$ cat src/rtl/dfp_pkg.sv
// Package of constants for the data flash partition controller
package dfp_pkg;
    localparam logic [7:0] DFP_RUNTIME_ADDR = 8'h9C;
    localparam logic [7:0] DFP_SFR_BASE = 8'h80;
    localparam logic [7:0] DFP_CFG0_RESET = 8'hFF;
    localparam logic [7:0] DFP_CFG1_RESET = 8'hFF;
    localparam int DFP_DF_ENABLE_N_BIT = 0;
    localparam logic [7:0] DFP_LOW_BYTE = 8'h00;
    localparam logic [7:0] DFP_ALL_DATA = 8'h00;
    localparam logic [3:0] DFP_BIT_NIB_A = 4'h0;
    localparam logic [3:0] DFP_BIT_NIB_B = 4'h8;
    localparam int DFP_FLASH_AW = 16;
    typedef enum logic [2:0] {
        DFP_LOAD = 3'b001,
        DFP_RUN = 3'b010,
        DFP_HOLD = 3'b100
    } dfp_state_e;
endpackage

$ cat src/rtl/dfp_map_if.sv
// Interface carrying the partition map between the two modules
`timescale 1ns/1ps
interface dfp_map_if;
    logic enable_n;
    logic [7:0] start_high;
    logic [15:0] flash_addr;
    logic is_data;
    logic no_code;
    modport ctrl (output enable_n, output start_high, output flash_addr,
        input is_data, input no_code);
    modport dec (input enable_n, input start_high, input flash_addr,
        output is_data, output no_code);
endinterface

$ cat src/rtl/dfp_region_dec.sv
// Region decoder: classifies a flash address as data flash or code
`timescale 1ns/1ps
module dfp_region_dec
    import dfp_pkg::*;
(
    dfp_map_if.dec m
);
    wire [15:0] start_addr;
    wire enabled;
    // low byte fixed
    assign start_addr = {m.start_high, DFP_LOW_BYTE};
    // start ignored unless enabled
    assign enabled = ~m.enable_n;
    // R2: R17: boundary compare
    assign m.is_data = enabled && (m.flash_addr >= start_addr);
    // zero start leaves no code
    assign m.no_code = enabled && (m.start_high == DFP_ALL_DATA);
endmodule

$ cat src/rtl/dfp_ctrl.sv
// Data flash partition controller top module
//
// Functional notes
// Enable bit 1 gives no data flash; whole 64k is code.
// Enable bit 0 splits flash at the runtime start-address register.
// Start address is runtime byte as high byte, low byte zero.
// Every reset loads runtime register from configuration start byte.
// Writing the runtime register moves the boundary at once.
// Runtime register write accepted only after timed-access unlock.
// Start byte zero: all data flash, no code, fetch externally.
// Start bytes only honoured while data flash enable bit is 0.
// Data flash reached only through in-system programming operations.
// In-system programming disabled while executing external code.
// Software must program enable bit to 0 before data flash use.
// Configuration bytes read all ones while unprogrammed.
// Runtime register decoded at special-function address 9CH.
// Special registers at 80H-FFH, direct addressing only.
// Bit access only where address low nibble is 0H or 8H.
// Software leaves unassigned special addresses untouched.
// Addresses at or above start are data flash, below are code.
`timescale 1ns/1ps
module dfp_ctrl
    import dfp_pkg::*;
(
    input wire logic CLK_I,
    input wire logic RSTN_I,
    input wire logic CFG_PROGRAMMED_I,
    input wire logic [7:0] CFG0_I,
    input wire logic [7:0] CFG1_I,
    input wire logic SFR_WR_I,
    input wire logic SFR_RD_I,
    input wire logic SFR_DIRECT_I,
    input wire logic SFR_BIT_I,
    input wire logic [2:0] SFR_BITSEL_I,
    input wire logic [7:0] SFR_ADDR_I,
    input wire logic [7:0] SFR_WDATA_I,
    input wire logic GUARD_OPEN_I,
    input wire logic EXT_EXEC_I,
    input wire logic PROG_REQ_I,
    input wire logic CPU_FETCH_I,
    input wire logic [15:0] FLASH_ADDR_I,
    output logic [7:0] SFR_RDATA_O,
    output logic SFR_HIT_O,
    output logic [7:0] CFG0_O,
    output logic [7:0] CFG1_O,
    output logic [15:0] DF_START_O,
    output logic DF_PRESENT_O,
    output logic EXT_FETCH_O,
    output logic PROG_ALLOW_O,
    output logic FLASH_IS_DATA_O,
    output logic FLASH_GRANT_O
);
    ////////////////////////////////////////////////////////////////////
    dfp_map_if map ();
    dfp_state_e state_r, state_nxt;
    logic [7:0] runtime_r, runtime_nxt;
    logic [7:0] cfg0_eff, cfg1_eff;
    wire sfr_space, direct_ok, reg_sel, bit_ok, wr_ok, rd_ok;
    wire [7:0] bit_merged;

    function automatic logic [7:0] set_bit(input logic [7:0] v,
        input logic [2:0] sel, input logic b);
        logic [7:0] r;
        r = v;
        r[sel] = b;
        return r;
    endfunction

    ////////////////////////////////////////////////////////////////////
    // unprogrammed bytes read as all ones
    always_comb begin
        cfg0_eff = CFG_PROGRAMMED_I ? CFG0_I : DFP_CFG0_RESET;
        cfg1_eff = CFG_PROGRAMMED_I ? CFG1_I : DFP_CFG1_RESET;
    end

    // direct addressing to upper range only
    assign sfr_space = SFR_ADDR_I >= DFP_SFR_BASE;
    assign direct_ok = sfr_space && SFR_DIRECT_I;
    // single byte decode
    assign reg_sel = direct_ok && (SFR_ADDR_I == DFP_RUNTIME_ADDR);
    // bit access on 0H or 8H nibble only
    assign bit_ok = !SFR_BIT_I || (SFR_ADDR_I[3:0] == DFP_BIT_NIB_A)
        || (SFR_ADDR_I[3:0] == DFP_BIT_NIB_B);
    // timed-access guard gates writes
    assign wr_ok = SFR_WR_I && reg_sel && bit_ok && GUARD_OPEN_I
        && (state_r == DFP_RUN);
    assign rd_ok = SFR_RD_I && reg_sel && bit_ok;
    assign bit_merged = SFR_BIT_I ?
        set_bit(runtime_r, SFR_BITSEL_I, SFR_WDATA_I[0]) : SFR_WDATA_I;

    ////////////////////////////////////////////////////////////////////
    // copy configuration byte after reset
    always_comb begin
        state_nxt = state_r;
        runtime_nxt = runtime_r;
        case (state_r)
            DFP_LOAD: begin
                runtime_nxt = cfg1_eff;
                state_nxt = DFP_RUN;
            end
            DFP_RUN: begin
                // write moves boundary at once
                if (wr_ok) begin
                    runtime_nxt = bit_merged;
                end
            end
            DFP_HOLD: begin
                state_nxt = DFP_RUN;
            end
            default: begin
                state_nxt = DFP_LOAD;
            end
        endcase
    end

    // Reset takes a constant; the strap is caught on the first edge after
    always_ff @(posedge CLK_I or negedge RSTN_I) begin
        if (!RSTN_I) begin
            state_r <= DFP_LOAD;
            runtime_r <= DFP_CFG1_RESET;
        end else begin
            state_r <= state_nxt;
            runtime_r <= runtime_nxt;
        end
    end

    ////////////////////////////////////////////////////////////////////
    // enable bit qualifies the start byte
    assign map.enable_n = cfg0_eff[DFP_DF_ENABLE_N_BIT];
    assign map.start_high = runtime_r;
    assign map.flash_addr = FLASH_ADDR_I;

    dfp_region_dec u_dec (
        .m(map)
    );

    ////////////////////////////////////////////////////////////////////
    always_ff @(posedge CLK_I or negedge RSTN_I) begin
        if (!RSTN_I) begin
            SFR_RDATA_O <= 8'h00;
        end else if (rd_ok) begin
            SFR_RDATA_O <= runtime_r;
        end
    end

    assign SFR_HIT_O = reg_sel && bit_ok && (SFR_RD_I || SFR_WR_I);
    assign CFG0_O = cfg0_eff;
    assign CFG1_O = cfg1_eff;
    // R2: start reported only when split active
    assign DF_START_O = map.enable_n ? {DFP_FLASH_AW{1'b1}}
        : {runtime_r, DFP_LOW_BYTE};
    assign DF_PRESENT_O = ~map.enable_n;
    // no code space forces external fetch
    assign EXT_FETCH_O = map.no_code;
    // no programming from external code
    assign PROG_ALLOW_O = !EXT_EXEC_I && !map.no_code;
    assign FLASH_IS_DATA_O = map.is_data;
    // R17: only programming path reaches data
    assign FLASH_GRANT_O = map.is_data ? (PROG_REQ_I && PROG_ALLOW_O)
        : (CPU_FETCH_I || (PROG_REQ_I && PROG_ALLOW_O));
endmodule

$ cat config.mk
export PLATFORM = sky130hd
export DESIGN_NAME = dfp_ctrl
export DESIGN_NICKNAME = d
export VERILOG_FILES = /design/src/rtl/dfp_pkg.sv /design/src/rtl/dfp_map_if.sv /design/src/rtl/dfp_region_dec.sv /design/src/rtl/dfp_ctrl.sv
export SDC_FILE = /design/constraint.sdc
export NUM_CORES = 1
export LEC_CHECK = 0
export BUFFER_PORTS_ARGS = -buffer_cell sky130_fd_sc_hd__buf_2
export CORE_MARGIN = 2
export CORE_UTILIZATION = 36
export DETAILED_ROUTE_END_ITERATION = 7
export GPL_TIMING_DRIVEN = 0
export PLACE_DENSITY = 0.76
export SETUP_SLACK_MARGIN = 0.1
export SLEW_MARGIN = 20
export SYNTH_ARGS = -nofsm -noshare
export SYNTH_HDL_FRONTEND = slang
export SYNTH_SLANG_ARGS = --single-unit
$ cat constraint.sdc
create_clock -name CLK_I -period 1.75 [get_ports CLK_I]
set_input_delay 0.0875 -clock CLK_I [delete_from_list [all_inputs] [get_ports CLK_I]]
set_output_delay 0.0875 -clock CLK_I [all_outputs]
set_load 0.02 [all_outputs]
Word-level counts from Yosys, hierarchy flattened

Cells that the tools add are included.

Reductions and logical operators: 27
Bitwise logic cells: 1
Muxes and demuxes: 11
Equal/unequal tests: 6
$lt $le $gt $ge: 4

Operators by type and width:

| operator           | count |
|---|---|
| $mux 8             | 4 |
| $ge 16x16->1       | 1 |
| $mux 16            | 1 |
| $pmux 8 s2         | 1 |
| $logic_and 1x1->1  | 15 |
| $bwmux 8           | 1 |
| $eq 8x8->1 const B | 1 |
| $ge 8x8->1 const B | 1 |
| $logic_not 8->1    | 1 |
| $pmux 3 s2         | 1 |
| $eq 4x4->1 const B | 1 |
| $logic_not 4->1    | 1 |
| $logic_or 1x1->1   | 4 |
| $lt 3x4->1 const B | 1 |
| $demux 1 s3        | 1 |
| $eq 3x1->1 const B | 1 |
| $eq 3x2->1 const B | 1 |
| $eq 3x3->1 const B | 1 |
| $ge 3x1->1 const B | 1 |
| $logic_not 1->1    | 3 |
| $mux 1             | 2 |
| $ne 2x2->1 const B | 1 |
| $reduce_and 2->1   | 1 |
| $reduce_bool 2->1  | 1 |
| other kinds (2)    | 2 |

Logic and storage cells: 52
Flip-flop bits (word level): 19
Output and inout bits: 46
Input bits: 62

Depth between registers and ports, before layout

Gate-level depths: netlist (run 1).

Depth in word-level cells: 9
Gate-level depth with buffers: 6
Gate-level depth less buffers: 6

By module

From an unflattened synthesis (run 1), not the netlist that was laid out.

Cells, all modules: 156
Area, all modules: 1421.4 µm²

By module, submodules not included:

| module         | cells each | seq. area each (µm²) | times used | area an instance (µm²) |
|---|---|---|---|---|
| dfp_ctrl       | 122        | 461.7                | 1          | 1169.9 |
| dfp_region_dec | 34         | 0.0                  | 1          | 251.5 |

Least setup slack after synthesis (run 1)

Ideal clock, no wire load.

Kind: reg2out
From: register runtime_r[3] (netlist: map.start_high[3])
To: output FLASH_GRANT_O
Arrival: 1.697 ns
Cell stages (with the launch flop): 7
Path buffers: 0
Required time: 1.662 ns
Path slack: -0.034 ns
Cells stage by stage: dfstp_2 -> inv_1 -> ha_1 -> and4b_1 -> nand3_1 -> a311o_1 -> a32o_1

Longest elaborated chain between the ends: 7
Elaborated cells between the ends (all ways): 9
Classes of those cells: 1 x order compare; 1 x mux; 7 x reduce/logical

Ends and longest elaborated chain:

| item                                                 | line            | RTL |
|---|---|---|
| start: declaration                                   | dfp_ctrl.sv:56  | `logic [7:0] runtime_r, runtime_nxt;` |
| start signal: assignment                             | dfp_ctrl.sv:123 | `runtime_r <= runtime_nxt;` |
| branches (longest 6 deep; another with $ge 16x16->1) | --              |  |
| $mux 1 *                                             | dfp_ctrl.sv:159 | `assign FLASH_GRANT_O = map.is_data ? (PROG_REQ_I && PROG_ALLOW_O)` |
| end: declaration                                     | dfp_ctrl.sv:51  | `output logic FLASH_GRANT_O` |

Mark *: on every way between the ends.

Worst setup path after layout (run 1)

From: register runtime_r[1] (netlist: map.start_high[1])
To: output FLASH_GRANT_O

Same word-level chain as after synthesis.

==> impl_metrics.py, run 1 <==
metrics = {
    "status": {
        "status": "finished with violations",
        "failed_checks": "setup timing",
    },
    "finish": {
        "final_cell_mix": "buf_2, nand2b_1, buf_4",
        "mostFrequentLayoutCell": "buf_2",
        "n_fill_cell": 365,
        "design_area_um2": 2228,
        "antenna_cells": 0,
        "nets": 342,
        "layout-drive-gt1-share_pct": 60.89,
        "areaGrowthSynthToFinish_pct": 53.93,
    },
    "logic_synthesis": {
        "syn_area_per_cell_um2": 9.524,
        "syn_nets": 222,
        "synth_warnings": 0,
        "netlist_area_um2": 1448,
        "ys_types": 37,
        "syn_inst": 152,
        "ys_ff_latch": 18,
        "ys_seq_area_share_pct": 31.89,
    },
    "power": {
        "p_leak_nw": 1.189,
        "irDropWorstVdd_mv": 0.2651,
        "totalPowerFinal_mw": 1.121,
        "powerDensity_nw_per_um2": 503.1,
    },
    "place": {
        "gp_congestion": 0.7523,
        "portBuffers": 107,
        "dpl_cell_area_um2": 2059,
        "dp_hpwl_mm": 3.244,
        "pre_cts_ws_ns": -0.2225,
    },
    "cts": {
        "htreeDepth": 1,
        "cts.clk_slew.worst_paths_ns": 0.07,
        "cts_made_buffers": 3,
        "cts_tree": "yes",
        "root_buffer": "clkbuf_8",
        "clock-sinks": 18,
        "cts_buffer_depth": 2,
        "clk_latency_ns": 0.24,
    },
    "detailed_routing": {
        "antenna_left": 0,
        "wl_mm": 3.997,
        "drt-pass1-iter-count": 4,
        "vias": 1531,
        "drt_iter0_drc": 65,
        "avgViaCountPerCell": 4.769,
        "wl_per_cell_um": 12.45,
        "drcViolationCount": 0,
    },
    "timing": {
        "fin_crit_ns": 2.176,
        "skew_ns": 0.004179,
        "finalSetupViolCount": 2,
        "period_share_pct": 124.4,
        "timing.fmax_ghz": 0.4595,
        "max_slew.worst_pin.slew_ns": 0.5089,
        "setup_ws_ns": -0.4263,
        "holdWs_ns": 0.2597,
        "relSlewSlack_pct": 66.00,
        "fin_tns_setup_ns": -0.6566,
        "rsz0062_at_grt": "true",
        "maxSlewViolCount": 0,
        "finalHoldViolations": 0,
    },
    "floorplan": {
        "chipWidth_um": 67.42,
        "die_h_um": 67.42,
        "num_rows": 23,
        "dieArea_um2": 4545,
        "core-area_um2": 3943,
        "io_pins": 108,
        "start_util_pct": 36.72,
    },
    "run": {
        "cap_violations": 0,
    },
    "critical_path": {
        "crit_type": "reg2out",
        "crit_path_max_fanout": 2,
        "start_kind": "flip-flop",
        "crit_arrival_ns": 2.09,
        "cp-end-kind": "output port",
        "cp_data_required_time_ns": 1.66,
    },
    "global_routing": {
        "grt_overflow": 0,
        "grt_pass1_wl_mm": 6.120,
        "antenna_found_initial": 0,
        "grt_max_degree": 19,
        "grt_usage_pct": 17.55,
        "grt_pass1_vias": 1336,
    },
    "min_path": {
        "hp-class": "in2reg",
    },
}
[where the power goes]
| part | internal (mW) | switching, mW | total, mW |
|---|---|---|---|
| registers | 0.438 | 0.0111 | 0.449 |
| logic | 0.169 | 0.182 | 0.351 |
| clock network | 0.199 | 0.123 | 0.322 |
| total | 0.805 | 0.316 | 1.12 |
[final timing paths]
| path | from | to | cells past startpoint | slack (ns) |
|---|---|---|---|---|
| min | CFG1_I[3] | map.start_high[3] | 4 | 0.26 |
| max | map.start_high[1] | FLASH_GRANT_O | 7 | -0.43 |
| max in group asynchronous | RSTN_I | state_r[0] | 2 | 1.14 |
| min in group asynchronous | RSTN_I | SFR_RDATA_O[7] | 2 | 0.29 |
| min reg2reg | SFR_RDATA_O[4] | SFR_RDATA_O[4] | 1 | 0.50 |
| max reg2reg | state_r[0] | map.start_high[2] | 3 | 0.22 |
[cell families after synthesis]
kind of cell	count (synthesis)	share of synthesized area [%]
AO/OA/AOI/OAI	20	10.03
buffers and inverters	23	8.816
flip-flops	18	31.89
multiplexers	22	16.25
adder cells (fa/ha/maj)	8	6.915
AND/OR/NAND/NOR	61	26.10
[synth_stat cells (all sizes together)]
cell type  number  area share, %
and4            1           0.61
o21ai           1           0.35
nand4b          3            1.8
nor4b           1           0.61
dfstp           9             16
a311o           1           0.69
clkbuf          3           0.78
dfrtp           9             16
a41oi           1            1.9
ha              8            6.9
nor4            2           0.86
inv            10            2.6
nor3            1           0.35
and2b           1           0.61
nand4           3            1.3
mux2           12            9.3
nor4bb          2            1.4
mux2i          10            6.9
and4bb          2            1.7
a21oi          10            3.5
and4b           2            1.6
o211ai          1           0.52
buf            10            5.4
nand2b         17            7.3
a32o            1           0.69
nor2b           2           0.86
or2b            1           0.61
nand3           1           0.35
o21a            2            1.0
or2             1           0.43
a31oi           2           0.86
o31ai           1           0.52
nand2          11            3.0
nor2           10            2.6
[worst max-delay path: stages (launching register included)]
cell     delay (ns)
dfstp_2        0.55
inv_2          0.06
ha_4           0.25
and4b_1        0.21
nand3_2        0.09
a311o_1        0.29
a32o_2         0.26
buf_6          0.13
[state kept, by name, summed over array words and instances, names as in the netlist]
signal / cells
SFR_RDATA_O: 8
map.start_high: 8
state_r: 2
[metal layers]
layer | GRT usage, % | up-vias | wire [um]
li1 | - | 771 | -
met1 | 23.31 | 689 | 1628
met2 | 30.82 | 65 | 2092
met3 | 1.000 | 6 | 226
met4 | 4.847 | 0 | 49
met5 | 0 | - | 0
[per-stage QoR]
| stage | instances | util (%) |
|---|---|---|
| global route | 321 | 56.52 |
| global placement | 309 | 52.24 |
| finish | 321 | 56.52 |
| CTS | 319 | 55.76 |
| detailed placement | 309 | 52.24 |
| floorplan | 152 | - |
[area by class of cell]
type	instances	area (um^2)	area share, %
tap	50	62.56	2.807
timing repair buffer	115	610.6	27.40
clock buffer	4	55.05	2.471
buffer	13	90.09	4.043
inverter	10	37.54	1.684
sequential	18	461.7	20.72
multi-input combinational	111	910.9	40.88
[timing repair]
action	CTS	global route
gates resized for setup	7	4
hold buffers	1	0
pin swaps	3	5
buffers inserted	5	2
setup endpoints to repair	2	3
hold endpoints to repair	9	0
(Power assumes the default switching activity.)
==> inputs of run 2 (changes only) <==
ABC_AREA = 1   (was default)
CORE_UTILIZATION = 38   (was 36)
PLACE_DENSITY = 0.86   (was 0.76)
==> run 2 against run 1 <==
The run still ends with setup timing left. Via count up 20%. Critical path depth up 5. First-iteration DRC count down 7.7%. Clock-buffer cell count unchanged. Critical path type unchanged. Cell count up 24%. Non-clock buffer count up 4.
==> impl_metrics.py, run 2 <==
metrics = {
    "status": {
        "status": "finished with violations",
        "failed_checks": "setup timing",
    },
    "logic_synthesis": {
        "synth_most_common_cell": "nand2_1",
        "async_reset_ff_share_pct": 100.0,
        "yosys.area.top_type": "dfstp_2",
        "synth_area_leaders": "dfstp_2, dfrtp_1, nand2_1",
        "ys_ff_latch": 18,
        "netlist_area_um2": 1560,
        "syn_area_per_cell_um2": 7.028,
        "ys_seq_area_share_pct": 29.59,
        "synth_commonest_cells": "nand2_1, inv_1, nor2_1",
        "synth-edff-count": 0,
        "synth_warnings": 0,
        "synth_top_cell_area_share_pct": 15.16,
        "ys_types": 28,
        "syn_nets": 292,
        "syn_inst": 222,
        "synth_ff_type": "dfstp_2",
    },
    "timing": {
        "timing.fmax_ghz": 0.5251,
        "finalSetupViolCount": 2,
        "rsz0062_at_grt": "true",
        "finalHoldViolations": 0,
        "max_slew.worst_pin.slew_ns": 0.3848,
        "fin_crit_ns": 1.904,
        "maxSlewViolCount": 0,
        "setup_ws_ns": -0.1544,
        "skew_ns": 0.001543,
        "period_share_pct": 108.8,
        "relSlewSlack_pct": 74.35,
    },
    "detailed_routing": {
        "drt-pass1-iter-count": 4,
        "vias": 1844,
        "antenna_left": 0,
        "drcViolationCount": 0,
        "wl_mm": 4.464,
        "wl_per_cell_um": 11.24,
        "avgViaCountPerCell": 4.645,
        "drt_iter0_drc": 60,
    },
    "global_routing": {
        "grt_pass1_wl_mm": 6.720,
        "grt_usage_pct": 19.11,
        "grt_pass1_vias": 1599,
        "use_met1_pct": 22.59,
        "busiest_layer": "met2",
        "grt_overflow": 0,
        "antenna_found_initial": 0,
        "grt_max_degree": 19,
        "use_met2_pct": 34.10,
        "grtUsageMet3_pct": 2.796,
    },
    "place": {
        "dpl_cell_area_um2": 2158,
        "portBuffers": 107,
        "gp_congestion": 0.7867,
        "pre_cts_ws_ns": 0.007722,
        "dp_hpwl_mm": 3.305,
    },
    "finish": {
        "final_cell_mix": "buf_2, nand2_1, buf_4",
        "design_area_um2": 2462,
        "mostFrequentLayoutCell": "buf_2",
        "nets": 418,
        "layout-drive-gt1-share_pct": 59.08,
        "antenna_cells": 0,
        "areaGrowthSynthToFinish_pct": 57.82,
    },
    "cts": {
        "root_buffer": "clkbuf_8",
        "htreeDepth": 1,
        "cts.clk_slew.worst_paths_ns": 0.07,
        "clk_latency_ns": 0.26,
        "clock-sinks": 18,
        "cts_made_buffers": 3,
        "cts_buffer_depth": 2,
        "cts_tree": "yes",
    },
    "min_path": {
        "hp-class": "in2reg",
    },
    "critical_path": {
        "start_kind": "flip-flop",
        "crit_path_max_fanout": 3,
        "cp-end-kind": "output port",
        "crit_arrival_ns": 1.82,
        "cp_data_required_time_ns": 1.66,
        "crit_type": "reg2out",
    },
    "floorplan": {
        "start_util_pct": 39.29,
        "die_h_um": 68.08,
        "chipWidth_um": 68.08,
        "io_pins": 108,
        "core-area_um2": 3971,
        "dieArea_um2": 4634,
        "num_rows": 23,
    },
    "power": {
        "powerDensity_nw_per_um2": 471.7,
        "irDropWorstVdd_mv": 0.2761,
        "p_leak_nw": 1.333,
    },
    "run": {
        "cap_violations": 0,
    },
}
## run 2: cell types whose count changed in the layout (fill, tap and decap cells not counted), sizes merged, moves of 7 or more
cell    previous run  this run
o21ai              1        11
inv               10        32
nor2              10        24
mux2              12         0
or2                1        16
nand2b            17         0
mux2i             10         0
nand3              1        13
a21oi             10        17
nand2             11        58
## run 2: stage by stage
stage	hold slack, ns	instances	utilization, %	TNS [ns]	power (mW)
after CTS	0.2054	395	60.02	-0.1951	1.135
after detailed placement	0.02624	379	54.35	0	0.7927
after global routing	0.2253	397	62.00	-0.4192	1.227
after global placement	0.02400	379	54.35	0	0.7852
after floorplan	-0.2081	222	-	0	0.6482
final	0.2058	397	62.00	-0.2211	1.161
## run 2: critical path, stage by stage, from the launching register on
cell,delay [ns]
dfstp_2,0.57
inv_4,0.05
ha_4,0.27
nand2_2,0.05
inv_2,0.04
nand2_2,0.05
nor2_1,0.10
nand2_1,0.07
nand3_2,0.06
nand2_2,0.05
nand2_1,0.06
nand2_1,0.06
buf_6,0.13
## run 2: kinds of logic (layout without fill, tap and decap cells)
group	count (synthesis)	count (layout)	synth area share, %
buffers and inverters	46	171	14.03
AND/OR/NAND/NOR	121	121	38.33
adder cells (fa/ha/maj)	8	8	6.416
flip-flops	18	18	29.59
AO/OA/AOI/OAI	29	29	11.63
## run 2: area by class of cell
| type | instances | area [um^2] |
|---|---|---|
| fillers | 347 | 1509 |
| clock buffers | 4 | 45.04 |
| inverters | 35 | 146.4 |
| well taps | 50 | 62.56 |
| plain buffers | 11 | 82.58 |
| flip-flops and latches | 18 | 461.7 |
| multi-input cells | 158 | 1006 |
| repair buffers | 121 | 658.1 |
## run 2: path summary, 6_finish.rpt
kind | from | endpoint | slack (ns) | cells past startpoint
max | map.start_high[5] | FLASH_GRANT_O | -0.15 | 12
min | SFR_WDATA_I[0] | map.start_high[0] | 0.21 | 5
max reg2reg | state_r[0] | map.start_high[3] | 0.42 | 6
min reg2reg | SFR_RDATA_O[3] | SFR_RDATA_O[3] | 0.49 | 2
max in group asynchronous | RSTN_I | map.start_high[1] | 1.15 | 2
min in group asynchronous | RSTN_I | SFR_RDATA_O[2] | 0.29 | 2
## run 2: repair_timing
action	in CTS	in global routing
resized for setup	22	14
endpoints found under the hold margin	9	0
buffers inserted	11	2
pin swaps	6	8
cloned	0	0
endpoints found under the setup margin	2	4
hold buffers	1	0
## run 2: report_power, final
| part | internal (mW) | switching [mW] | leakage [nW] | total (mW) |
|---|---|---|---|---|
| Sequential | 0.438 | 0.0116 | 0.215 | 0.450 |
| Combinational | 0.190 | 0.218 | 1.10 | 0.408 |
| Clock | 0.162 | 0.142 | 0.0228 | 0.304 |
| Total | 0.790 | 0.372 | 1.33 | 1.16 |
## run 2: layer usage
metal,routed length (um),part of all wire (%),vias to the layer above
met2,2184,49,92
met5,0,0,-
met4,95,2.1,0
met3,381,8.5,9
li1,-,-,947
met1,1802,40,796
==> inputs of run 3 (changes only) <==
CORE_UTILIZATION = 25   (was 38)
MAX_ROUTING_LAYER = met4   (was default)
PLACE_DENSITY = 0.63   (was 0.86)
==> run 3 against run 2 <==
The run still ends with setup timing left. Fmax is 2.5% higher. Wire length rose by 5.2%. Clock skew is 0.00071 ns higher. Via count decreased by 2.1%. Core utilization fell by 21 points. Critical endpoint unchanged.
==> impl_metrics.py, run 3 (synthesis gave the netlist of run 2 again) <==
metrics = {
    "critical_path": {
        "crit_top_cell": "nand2_1",
        "crit_arrival_ns": 1.77,
        "critPathTopFamily": "flip-flops",
        "critPathMaxStageDelay_ns": 0.56,
        "crit_path_top_delay_cell": "dfstp_2",
        "crit_path_max_fanout": 2,
        "cp-end-kind": "output port",
        "cp_data_required_time_ns": 1.66,
        "cp_num_buf_inv": 2,
        "crit_chain": "inv_4 > ha_4 > a21o_1 > nor2_1 > nand3_1 > nand2_1 > nand2_1 > nand2_1 > buf_6",
        "crit_type": "reg2out",
        "start_kind": "flip-flop",
    },
    "min_path": {
        "hp-class": "in2reg",
    },
    "power": {
        "sw_frac_of_total_pct": 31.00,
        "powerDensity_nw_per_um2": 480.7,
        "p_leak_nw": 1.323,
        "p_int_mw": 0.8238,
        "p_sw_mw": 0.3701,
        "pwr-share-seq_pct": 37.6,
        "clockPowerShare_pct": 28.8,
        "power_frac_comb_pct": 33.6,
        "irDropWorstVdd_mv": 0.2260,
    },
    "floorplan": {
        "chipWidth_um": 83,
        "core-area_um2": 5991,
        "io_pins": 108,
        "dieArea_um2": 6889,
        "die_h_um": 83,
        "start_util_pct": 26.04,
        "num_rows": 28,
    },
    "timing": {
        "rsz0062_at_grt": "true",
        "relSlewSlack_pct": 71.45,
        "fin_tns_setup_ns": -0.1580,
        "holdWs_ns": 0.2037,
        "setup_ws_ns": -0.1076,
        "finalSetupViolCount": 2,
        "fin_crit_ns": 1.858,
        "finalHoldViolations": 0,
        "maxSlewViolCount": 0,
        "skew_ns": 0.002257,
        "period_share_pct": 106.1,
        "max_slew.worst_pin.slew_ns": 0.4282,
        "timing.fmax_ghz": 0.5383,
    },
    "finish": {
        "antenna_cells": 0,
        "ff_latch_area_um2": 461.7,
        "final_cell_mix": "buf_2, nand2_1, nor2_1",
        "layout-drive-gt1-share_pct": 58.14,
        "areaGrowthSynthToFinish_pct": 59.18,
        "mostFrequentLayoutCell": "buf_2",
        "multiInputGateArea_um2": 998.5,
        "nets": 415,
        "n_fill_cell": 618,
    },
    "cts": {
        "clk_latency_ns": 0.26,
        "cts_buffer_depth": 2,
        "cts.clk_slew.worst_paths_ns": 0.07,
        "root_buffer": "clkbuf_8",
        "htreeDepth": 1,
        "clock-sinks": 18,
        "cts_tree": "yes",
        "cts_made_buffers": 3,
    },
    "detailed_routing": {
        "wl_mm": 4.696,
        "vias": 1806,
        "avgViaCountPerCell": 4.310,
        "antenna_left": 0,
        "drcViolationCount": 0,
        "wl_per_cell_um": 11.21,
        "drt_iter0_drc": 30,
        "drt-pass1-iter-count": 4,
    },
    "place": {
        "dp_hpwl_mm": 3.729,
        "pre_cts_ws_ns": 0.03176,
        "portBuffers": 107,
        "gp_congestion": 0.8659,
    },
    "global_routing": {
        "grt_pass1_vias": 1821,
        "grt_overflow": 0,
        "antenna_found_initial": 0,
        "grt_usage_pct": 14.20,
        "grt_max_degree": 19,
        "grt_pass1_wl_mm": 7.907,
    },
    "status": {
        "failed_checks": "setup timing",
        "status": "finished with violations",
    },
    "run": {
        "cap_violations": 0,
    },
}
## run 3: changes by cell type in the layout (fill, tap and decap cells not counted)
cell      delta
buf_4        -5
buf_6        +2
inv_2        -2
clkbuf_1     -1
clkbuf_8     +1
inv_1        +1
inv_4        +1
nand2_1      +1
nand2_2      -1
nand3_1      +1
nand3_2      -1
## run 3: power by group through the flow
| stage | Sequential, mW | Combinational [mW] | Clock [mW] |
|---|---|---|---|
| 6_report | 0.449 | 0.401 | 0.344 |
| 5_1_grt | 0.451 | 0.444 | 0.371 |
| 4_1_cts | 0.449 | 0.388 | 0.347 |
| 3_5_place_dp | 0.455 | 0.343 | 0 |
| 3_3_place_gp | 0.454 | 0.335 | 0 |
| 2_1_floorplan | 0.458 | 0.191 | 0 |
## run 3: metrics by stage
| step | instances | power [mW] | area [um^2] | util [%] |
|---|---|---|---|---|
| 6_report | 419 | 1.194 | 2484 | 41.46 |
| 5_1_grt | 419 | 1.267 | 2484 | 41.46 |
| 4_1_cts | 419 | 1.185 | 2429 | 40.54 |
| 3_5_place_dp | 404 | 0.7975 | 2190 | 36.55 |
| 3_3_place_gp | 404 | 0.7896 | 2190 | 36.55 |
| 2_1_floorplan | 222 | 0.6482 | 1560 | - |
## run 3: final cells by class
class / instances / area share (%)
buffer: 11 / 3.325
clock buffer: 4 / 2.217
inverter: 35 / 5.995
multi-input combinational: 158 / 40.20
sequential: 18 / 18.59
tap: 75 / 3.778
timing repair buffer: 118 / 25.89
## run 3: worst register-to-register path: stages, from the launching register on
cell      delay, ns
dfstp_2        0.52
inv_2          0.04
nor2_1         0.12
clkinv_1       0.27
nand2_4        0.20
nand2_1        0.08
nand2_1        0.07
## run 3: path summary, 6_finish.rpt
check	depth (start not counted)	endpoint	from	slack [ns]
worst max-delay path	9	FLASH_GRANT_O	map.start_high[7]	-0.11
worst min-delay path	5	map.start_high[0]	SFR_WDATA_I[0]	0.20
worst max register to register	6	map.start_high[1]	state_r[0]	0.40
worst min register to register	2	SFR_RDATA_O[4]	SFR_RDATA_O[4]	0.48
max in group asynchronous	2	map.start_high[5]	RSTN_I	1.12
min in group asynchronous	2	SFR_RDATA_O[7]	RSTN_I	0.30
## run 3: routing by layer
metal,vias to the layer above,GRT usage (%),part of all wire [%]
met5,-,-,0
met4,0,2.534,0.64
met3,5,3.579,5.6
met2,50,26.98,55
met1,814,14.85,39
li1,937,-,-
## run 3: timing repair
| action | 4_1_cts | 5_1_grt |
|---|---|---|
| resized for setup | 22 | 14 |
| setup endpoints to repair | 2 | 4 |
| pin swaps | 7 | 8 |
| setup buffers | 10 | 0 |
| hold endpoints to repair | 9 | 0 |
| hold buffers | 1 | 0 |
